`config.mk`:
```
export PLATFORM = sky130hd
export DESIGN_NAME = rcb_color_bank
export DESIGN_NICKNAME = d
export VERILOG_FILES = /design/src/core/rcb_pkg.sv /design/src/core/rcb_color_bank.sv /design/src/core/rcb_pwm_path.sv
export SDC_FILE = /design/constraint.sdc
export NUM_CORES = 2
export LEC_CHECK = 0
export ABC_AREA = 1
export BUFFER_PORTS_ARGS = -buffer_cell sky130_fd_sc_hd__buf_2
export CAP_MARGIN = 40
export CORE_ASPECT_RATIO = 0.6
export CORE_MARGIN = 2
export CORE_UTILIZATION = 50
export DETAILED_ROUTE_END_ITERATION = 12
export GPL_TIMING_DRIVEN = 0
export MAX_ROUTING_LAYER = met4
export PLACE_DENSITY = 0.73
export SYNTH_ARGS = -nofsm -noshare
export SYNTH_HDL_FRONTEND = slang
export SYNTH_SLANG_ARGS = --single-unit
```
`constraint.sdc`:
```
create_clock -name SYS_CLK_IN -period 9.8 [get_ports SYS_CLK_IN]
set_input_delay 0.98 -clock SYS_CLK_IN [delete_from_list [all_inputs] [get_ports SYS_CLK_IN]]
set_output_delay 0.98 -clock SYS_CLK_IN [all_outputs]
set_load 0.01 [all_outputs]
```
`src/core/rcb_pkg.sv`:
```
package rcb_pkg;

	// ----------------------------------------
	// Geometry
	// ----------------------------------------
	localparam int NUM_MODULES = 4;
	localparam int NUM_CH = NUM_MODULES * 3;
	localparam int NUM_BANK_POS = 3;

	// ----------------------------------------
	// Register offsets (8-bit index space)
	// ----------------------------------------
	localparam logic [7:0] ADDR_CONFIG = 8'h00;
	localparam logic [7:0] ADDR_STATUS = 8'h01;
	localparam logic [7:0] ADDR_FOLLOW_LO = 8'h02;
	localparam logic [7:0] ADDR_FOLLOW_HI = 8'h03;
	localparam logic [7:0] ADDR_BANK_COLOR0 = 8'h04;
	localparam logic [7:0] ADDR_BANK_INTENSITY = 8'h07;
	localparam logic [7:0] ADDR_MOD_INTENSITY0 = 8'h08;
	localparam logic [7:0] ADDR_CH_COLOR0 = 8'h0C;

	// ----------------------------------------
	// Field positions and reset values
	// ----------------------------------------
	localparam int CFG_LOG_SCALE_BIT = 0;
	localparam int CFG_SAVE_EN_BIT = 1;
	localparam int STAT_SAVE_BIT = 0;
	localparam logic [7:0] CONFIG_RESET = 8'h02;
	localparam logic [7:0] VALUE_RESET = 8'h00;
	localparam logic [NUM_CH-1:0] FOLLOW_RESET = '0;

	// ----------------------------------------
	// PWM period: counter runs 0 .. PWM_LAST
	// ----------------------------------------
	localparam logic [7:0] PWM_LAST = 8'hFE;

	// ----------------------------------------
	// Power-save timing
	// ----------------------------------------
	localparam int CLK_HZ = 10_000_000;
	localparam int SAVE_IDLE_MS = 30;
	localparam int SAVE_IDLE_CYCLES = (CLK_HZ / 1000) * SAVE_IDLE_MS;
	localparam int SAVE_CNT_W = 20;

	// Power-save states
	typedef enum logic {RCB_NORMAL, RCB_SAVE} rcb_mode_t;

endpackage : rcb_pkg

```
`src/core/rcb_color_bank.sv`:
```
// Decided for this implementation: the address map and the address-and-strobe port.
module rcb_color_bank
	import rcb_pkg::*;
#(
	parameter int IDLE_CYCLES = SAVE_IDLE_CYCLES
)
(
	input wire logic SYS_CLK_IN,
	input wire logic RST_IN,
	input wire logic [7:0] ADDR_IN,
	input wire logic [7:0] WDATA_IN,
	input wire logic WR_IN,
	input wire logic RD_IN,
	output logic [7:0] RDATA_OUT,
	output logic [NUM_CH-1:0] LED_OUT,
	output logic POWER_SAVE_OUT
);

	// ----------------------------------------
	// Register storage
	// ----------------------------------------
	logic [7:0] config_reg;
	logic [NUM_CH-1:0] group_follow_select;
	logic [7:0] bank_color [NUM_BANK_POS];
	logic [7:0] bank_intensity;
	logic [7:0] module_intensity_value [NUM_MODULES];
	logic [7:0] channel_color_value [NUM_CH];
	logic [7:0] next_config_reg;
	logic [NUM_CH-1:0] next_group_follow_select;
	logic [7:0] next_bank_color [NUM_BANK_POS];
	logic [7:0] next_bank_intensity;
	logic [7:0] next_module_intensity_value [NUM_MODULES];
	logic [7:0] next_channel_color_value [NUM_CH];
	logic [7:0] next_rdata;
	logic [15:0] follow_word;

	// ----------------------------------------
	// Period counter, power save
	// ----------------------------------------
	logic [7:0] pwm_count;
	logic [7:0] next_pwm_count;
	logic period_start;
	rcb_mode_t mode;
	rcb_mode_t next_mode;
	logic [SAVE_CNT_W-1:0] idle_count;
	logic [SAVE_CNT_W-1:0] next_idle_count;
	logic [NUM_CH-1:0] ch_pwm;
	logic [NUM_BANK_POS-1:0] bank_pwm;
	logic [7:0] bank_curved;

	assign follow_word = {{(16 - NUM_CH){1'b0}}, group_follow_select};

	// Intensity curve: linear, or exponent/mantissa approximation of a log curve
	function automatic logic [7:0] curve(input logic [7:0] v, input logic log_en);
		logic [12:0] shifted;
		shifted = 13'({1'b1, v[4:0]}) << v[7:5];
		if (!log_en || v == 8'h00)
		begin
			curve = v;
		end
		else
		begin
			curve = shifted[12:5];
		end
	endfunction : curve

	// Register writes and read data
	always_comb
	begin
		next_config_reg = config_reg;
		next_group_follow_select = group_follow_select;
		next_bank_color = bank_color;
		next_bank_intensity = bank_intensity;
		next_module_intensity_value = module_intensity_value;
		next_channel_color_value = channel_color_value;
		next_rdata = 8'h00;
		if (WR_IN)
		begin
			if (ADDR_IN == ADDR_CONFIG)
			begin
				next_config_reg = {6'h00, WDATA_IN[1:0]};
			end
			else if (ADDR_IN == ADDR_FOLLOW_LO)
			begin
				next_group_follow_select[7:0] = WDATA_IN;
			end
			else if (ADDR_IN == ADDR_FOLLOW_HI)
			begin
				next_group_follow_select[NUM_CH-1:8] = WDATA_IN[NUM_CH-9:0];
			end
			else if (ADDR_IN >= ADDR_BANK_COLOR0 && ADDR_IN < ADDR_BANK_INTENSITY)
			begin
				next_bank_color[2'(ADDR_IN - ADDR_BANK_COLOR0)] = WDATA_IN;
			end
			else if (ADDR_IN == ADDR_BANK_INTENSITY)
			begin
				next_bank_intensity = WDATA_IN;
			end
			else if (ADDR_IN >= ADDR_MOD_INTENSITY0 && ADDR_IN < ADDR_CH_COLOR0)
			begin
				next_module_intensity_value[2'(ADDR_IN - ADDR_MOD_INTENSITY0)] = WDATA_IN;
			end
			else if (ADDR_IN >= ADDR_CH_COLOR0 && ADDR_IN < ADDR_CH_COLOR0 + 8'(NUM_CH))
			begin
				next_channel_color_value[4'(ADDR_IN - ADDR_CH_COLOR0)] = WDATA_IN;
			end
		end
		if (RD_IN)
		begin
			if (ADDR_IN == ADDR_CONFIG)
			begin
				next_rdata = config_reg;
			end
			else if (ADDR_IN == ADDR_STATUS)
			begin
				next_rdata = {7'h00, mode == RCB_SAVE};
			end
			else if (ADDR_IN == ADDR_FOLLOW_LO)
			begin
				next_rdata = follow_word[7:0];
			end
			else if (ADDR_IN == ADDR_FOLLOW_HI)
			begin
				next_rdata = follow_word[15:8];
			end
			else if (ADDR_IN >= ADDR_BANK_COLOR0 && ADDR_IN < ADDR_BANK_INTENSITY)
			begin
				next_rdata = bank_color[2'(ADDR_IN - ADDR_BANK_COLOR0)];
			end
			else if (ADDR_IN == ADDR_BANK_INTENSITY)
			begin
				next_rdata = bank_intensity;
			end
			else if (ADDR_IN >= ADDR_MOD_INTENSITY0 && ADDR_IN < ADDR_CH_COLOR0)
			begin
				next_rdata = module_intensity_value[2'(ADDR_IN - ADDR_MOD_INTENSITY0)];
			end
			else if (ADDR_IN >= ADDR_CH_COLOR0 && ADDR_IN < ADDR_CH_COLOR0 + 8'(NUM_CH))
			begin
				next_rdata = channel_color_value[4'(ADDR_IN - ADDR_CH_COLOR0)];
			end
		end
	end

	// Register file flops
	always_ff @(posedge SYS_CLK_IN or posedge RST_IN)
	begin
		if (RST_IN)
		begin
			config_reg <= CONFIG_RESET;
			group_follow_select <= FOLLOW_RESET;
			bank_color <= '{default: VALUE_RESET};
			bank_intensity <= VALUE_RESET;
			module_intensity_value <= '{default: VALUE_RESET};
			channel_color_value <= '{default: VALUE_RESET};
			RDATA_OUT <= 8'h00;
		end
		else
		begin
			config_reg <= next_config_reg;
			group_follow_select <= next_group_follow_select;
			bank_color <= next_bank_color;
			bank_intensity <= next_bank_intensity;
			module_intensity_value <= next_module_intensity_value;
			channel_color_value <= next_channel_color_value;
			RDATA_OUT <= next_rdata;
		end
	end

	// ----------------------------------------
	// PWM paths
	// ----------------------------------------

	// Shared period counter
	always_comb
	begin
		next_pwm_count = (pwm_count == PWM_LAST) ? 8'h00 : pwm_count + 8'h01;
		period_start = (pwm_count == PWM_LAST);
	end

	always_ff @(posedge SYS_CLK_IN or posedge RST_IN)
	begin
		if (RST_IN)
		begin
			pwm_count <= 8'h00;
		end
		else
		begin
			pwm_count <= next_pwm_count;
		end
	end

	assign bank_curved = curve(bank_intensity, config_reg[CFG_LOG_SCALE_BIT]);

	// Channel paths and bank paths, then the follow-select mux
	genvar gi;
	generate
		for (gi = 0; gi < NUM_CH; gi++)
		begin : g_ch
			rcb_pwm_path u_path (
				.clk_in(SYS_CLK_IN),
				.rst_in(RST_IN),
				.color_in(channel_color_value[gi]),
				.intensity_in(curve(module_intensity_value[gi / 3],
					config_reg[CFG_LOG_SCALE_BIT])),
				.count_in(pwm_count),
				.period_start_in(period_start),
				.pwm_out(ch_pwm[gi])
			);
			assign LED_OUT[gi] = group_follow_select[gi] ? bank_pwm[gi % 3] : ch_pwm[gi];
		end
		for (gi = 0; gi < NUM_BANK_POS; gi++)
		begin : g_bank
			rcb_pwm_path u_path (
				.clk_in(SYS_CLK_IN),
				.rst_in(RST_IN),
				.color_in(bank_color[gi]),
				.intensity_in(bank_curved),
				.count_in(pwm_count),
				.period_start_in(period_start),
				.pwm_out(bank_pwm[gi])
			);
		end
	endgenerate

	// ----------------------------------------
	// Power save
	// ----------------------------------------

	// Idle timer and mode; bus access wakes the device
	always_comb
	begin
		next_mode = mode;
		next_idle_count = idle_count;
		if (LED_OUT != '0 || WR_IN || RD_IN)
		begin
			next_idle_count = '0;
		end
		else if (idle_count < SAVE_CNT_W'(IDLE_CYCLES))
		begin
			next_idle_count = idle_count + 1'b1;
		end
		if (WR_IN || RD_IN)
		begin
			next_mode = RCB_NORMAL;
		end
		else if (config_reg[CFG_SAVE_EN_BIT] && LED_OUT == '0 &&
			idle_count >= SAVE_CNT_W'(IDLE_CYCLES))
		begin
			next_mode = RCB_SAVE;
		end
	end

	always_ff @(posedge SYS_CLK_IN or posedge RST_IN)
	begin
		if (RST_IN)
		begin
			mode <= RCB_NORMAL;
			idle_count <= '0;
		end
		else
		begin
			mode <= next_mode;
			idle_count <= next_idle_count;
		end
	end

	assign POWER_SAVE_OUT = (mode == RCB_SAVE);

endmodule : rcb_color_bank

```
`src/core/rcb_pwm_path.sv`:
```
// ----------------------------------------
// One PWM path: color times intensity, compared to the period counter
// ----------------------------------------
module rcb_pwm_path
	import rcb_pkg::*;
(
	input wire logic clk_in,
	input wire logic rst_in,
	input wire logic [7:0] color_in,
	input wire logic [7:0] intensity_in,
	input wire logic [7:0] count_in,
	input wire logic period_start_in,
	output logic pwm_out
);

	logic [7:0] duty;
	logic [7:0] next_duty;
	logic next_pwm;
	logic [15:0] product;

	// Duty from product, loaded only at period start to avoid glitches
	always_comb
	begin
		product = color_in * intensity_in;
		next_duty = duty;
		if (period_start_in)
		begin
			next_duty = product[15:8] + {7'h00, |product[7:0]};
		end
		next_pwm = (count_in < next_duty);
	end

	// Registers
	always_ff @(posedge clk_in or posedge rst_in)
	begin
		if (rst_in)
		begin
			duty <= 8'h00;
			pwm_out <= 1'b0;
		end
		else
		begin
			duty <= next_duty;
			pwm_out <= next_pwm;
		end
	end

endmodule : rcb_pwm_path

```
==> parameters.txt <==
Parameter                              Value

Outcome
  Run status ... completed

Routing
  Total DRC errors in the routed layout ... 0
  Number of vias per cell ... 5.589
  Routed length per instance ... 19.62 um
  Antenna Nets Post-Route ... 0
  Final WL ... 183400 um
  Total vias in the final route ... 52260
  1st-pass router iterations ... 6
  1st-iter DRT viols ... 6197

CTS
  Setup fix buffers added after clock tree synthesis ... 0
  TritonCTS clock tree ... built
  Clock-pin slew of the registers on the worst-case setup and hold paths ... 0.06 ns
  Gates resized, CTS repair ... 0
  TritonCTS sink count ... 346
  Number of CTS-inserted buffers ... 41
  CTS root buf ... sky130_fd_sc_hd__clkbuf_16
  Buffer depth of the longest clock path ... 3
  Total of hold buffers inserted after clock tree synthesis ... 0
  H-tree levels ... 2
  Clock latency on the worst-skew pair ... 0.60 ns

Setup path
  Critical path start-end classification ... flip-flop to flip-flop
  Crit end category ... flip-flop
  Maximum cell stage delay along the critical path ... 0.66 ns
  Slowest cell on the critical path ... sky130_fd_sc_hd__clkbuf_1
  Crit path launch type ... flip-flop
  Req. time, crit path ... 10.29 ns
  Critical-path maximum fanout ... 10
  Data arrival time of the worst path ... 8.96 ns
  Library cell appearing most often on the critical path ... sky130_fd_sc_hd__o21ai_0
  Slack of the worst reg-to-reg path ... 1.33 ns

Floorplanning
  Core ar. ... 0.1075 mm2
  Die X-Extent ... 429.6 um
  # IOs ... 41
  Starting density of the core ... 50.54%
  Die Height ... 259.4 um
  Row count ... 93
  Area of the die ... 0.1114 mm2

Timing
  Final Critical Period ... 8.473 ns
  Total setup violations reported at the end of the flow ... 0
  Min Hold Slack ... 0.4239 ns
  Final worst clock skew ... 0.02773 ns
  Setup repair after global routing missed its margin ... false
  Worst Max-Slew Pin Slew ... 1.051 ns
  Final hold violation count ... 0
  Timing-limited maximum frequency ... 118.0 MHz
  Worst rel slew slack ... 29.94%
  Final clock period utilization by the worst path ... 86.46%
  Slew Viols, Final ... 0
  Final-layout setup total negative slack ... 0 ns

Logic synthesis
  Post-synthesis net count ... 8967
  Sequential share of the synthesized area ... 15.94%
  Combined area of all synthesized cells ... 0.05434 mm2
  Number of enable-type register cells in the synthesized netlist ... 0
  Leading area contributor after synthesis ... sky130_fd_sc_hd__fa_1
  Distinct cell type count of the synthesized netlist ... 57
  Leading register cell type out of synthesis ... sky130_fd_sc_hd__dfrtp_1
  Post-synthesis async set-or-reset flop share ... 100.0%
  Average cell area after synthesis ... 7.037 um2
  Leading cell types by total area after synthesis ... sky130_fd_sc_hd__fa_1, sky130_fd_sc_hd__dfrtp_1, sky130_fd_sc_hd__ha_1
  Flops & latches, synth ... 346
  Post-Synthesis Cells ... 7722
  Yosys warnings ... 0
  Portion of synthesized cell area occupied by the leading cell type ... 19.89%

Cells and area
  Multi-input logic area ... 0.03925 mm2
  Fin util ... 54.70%
  Non-filler cells, final ... 9350
  Register Area ... 0.008660 mm2
  Leading cell types in the layout, fill and taps excluded ... sky130_fd_sc_hd__nand2_1, sky130_fd_sc_hd__inv_1, sky130_fd_sc_hd__nor2_1, sky130_fd_sc_hd__ha_1, sky130_fd_sc_hd__fa_1
  Most common library cell in the layout ignoring fill and taps ... sky130_fd_sc_hd__nand2_1
  Fillers ... 10320
  Area Growth Syn to Fin ... 8.234%
  Fin nets ... 9128
  Registers with the most flip-flops ... channel_color_value x96, g_ch.u_path.duty x96, module_intensity_value x32
  Share of layout cells above drive strength 1 ... 3.803%

GRT
  Initial antenna violation count ... 10
  Largest net degree at the start of global routing ... 38
  First-pass GRT wire length ... 287800 um
  Number of global-route vias before repair ... 49670
  Final global-route overflow total ... 0
  Total routing resource utilization after global routing ... 34.04%

Power
  Leakage power summed over all cells ... 0.03245 uW
  Worst VDD drop ... 114.3 uV
  Power density over the cells ... 73.31 mW/mm2

Placement
  Number of cells after detailed placement ... 9262
  Detailed placement HPWL ... 153300 um
  Last weighted congestion value of the routability-driven placer ... 1.044
  PortBufs ... 39

Run
  Max Cap Viol ... 0

Worst hold path
  HP Class ... primary input to asynchronous set/reset pin
[critical path, delay by kind of cell (launching register included)]
family	cells	cell delay, ns
simple gates	12	1.86
xor+xnor	1	0.13
buf+inv	7	1.66
fa+ha+maj	8	2.94
compound gates	6	1.46
flops	1	0.32
[kinds of logic (layout without fill, tap and decap cells)]
family	count (synthesis)	after routing	synth area share [%]
mux	2	2	0.03684
flops	346	346	15.94
simple gates	3586	3586	27.17
compound gates	768	768	7.610
other cells	0	11	0
buf+inv	1687	1879	11.84
xor+xnor	108	108	1.741
fa+ha+maj	1225	1225	35.67
[power by group]
part           switching, uW  total, uW  internal [uW]
combinational            848       1160            315
sequential              79.0       1560           1480
clock                    687       1590            899
total                   1610       4310           2700
[metal layers]
layer / global-route usage [%] / part of all wire (%) / vias up
li1: - / - / 24310
met5: - / 0 / -
met1: 50.57 / 46 / 24800
met2: 43.96 / 37 / 2798
met4: 10.49 / 3.4 / 0
met3: 9.419 / 14 / 344
[cell type report]
class                      count  share of cell area [%]
antenna                       11                 0.04680
buffer                       175                   1.289
clock buffer                  53                   1.908
clock inverter                21                  0.3893
inverter                    1512                   9.656
multi-input combinational   5689                   66.73
sequential                   346                   14.72
tap                         1425                   3.032
timing repair buffer         118                   2.225
[synth_stat cells (25+ instances only)]
| master | n |
|---|---|
| sky130_fd_sc_hd__nand3_1 | 352 |
| sky130_fd_sc_hd__o22ai_1 | 42 |
| sky130_fd_sc_hd__a21oi_1 | 229 |
| sky130_fd_sc_hd__ha_1 | 685 |
| sky130_fd_sc_hd__nand4_1 | 127 |
| sky130_fd_sc_hd__nor3_1 | 25 |
| sky130_fd_sc_hd__o21ai_1 | 97 |
| sky130_fd_sc_hd__xor2_1 | 63 |
| sky130_fd_sc_hd__o21ai_0 | 317 |
| sky130_fd_sc_hd__xnor2_1 | 45 |
| sky130_fd_sc_hd__nor2_1 | 1148 |
| sky130_fd_sc_hd__clkbuf_1 | 139 |
| sky130_fd_sc_hd__nand3b_1 | 36 |
| sky130_fd_sc_hd__or2_2 | 51 |
| sky130_fd_sc_hd__inv_1 | 1496 |
| sky130_fd_sc_hd__dfrtp_1 | 345 |
| sky130_fd_sc_hd__nand2_1 | 1799 |
| sky130_fd_sc_hd__fa_1 | 540 |
[final timing paths]
path / startpoint / cells after the start / end
max: module_intensity_value[14] / 34 / g_ch[8].u_path.pwm_out
min: RST_IN / 2 / idle_count[11]
max reg2reg: module_intensity_value[14] / 34 / g_ch[8].u_path.pwm_out
min reg2reg: g_ch[10].u_path.duty[5] / 2 / g_ch[10].u_path.duty[5]
max in group asynchronous: RST_IN / 6 / g_ch[4].u_path.duty[0]
min in group SYS_CLK_IN: g_ch[10].u_path.duty[5] / 2 / g_ch[10].u_path.duty[5]
[metrics by stage]
step           power, uW  cell area (um2)  setup slack [ns]
4_1_cts             4257            58760             1.647
5_1_grt             4462            58810             1.007
3_3_place_gp        2652            56320             1.634
2_1_floorplan       2220            54340             3.558
6_report            4312            58810             1.327
3_5_place_dp        2693            57410             1.676
Power figures use the tool's default switching activity.
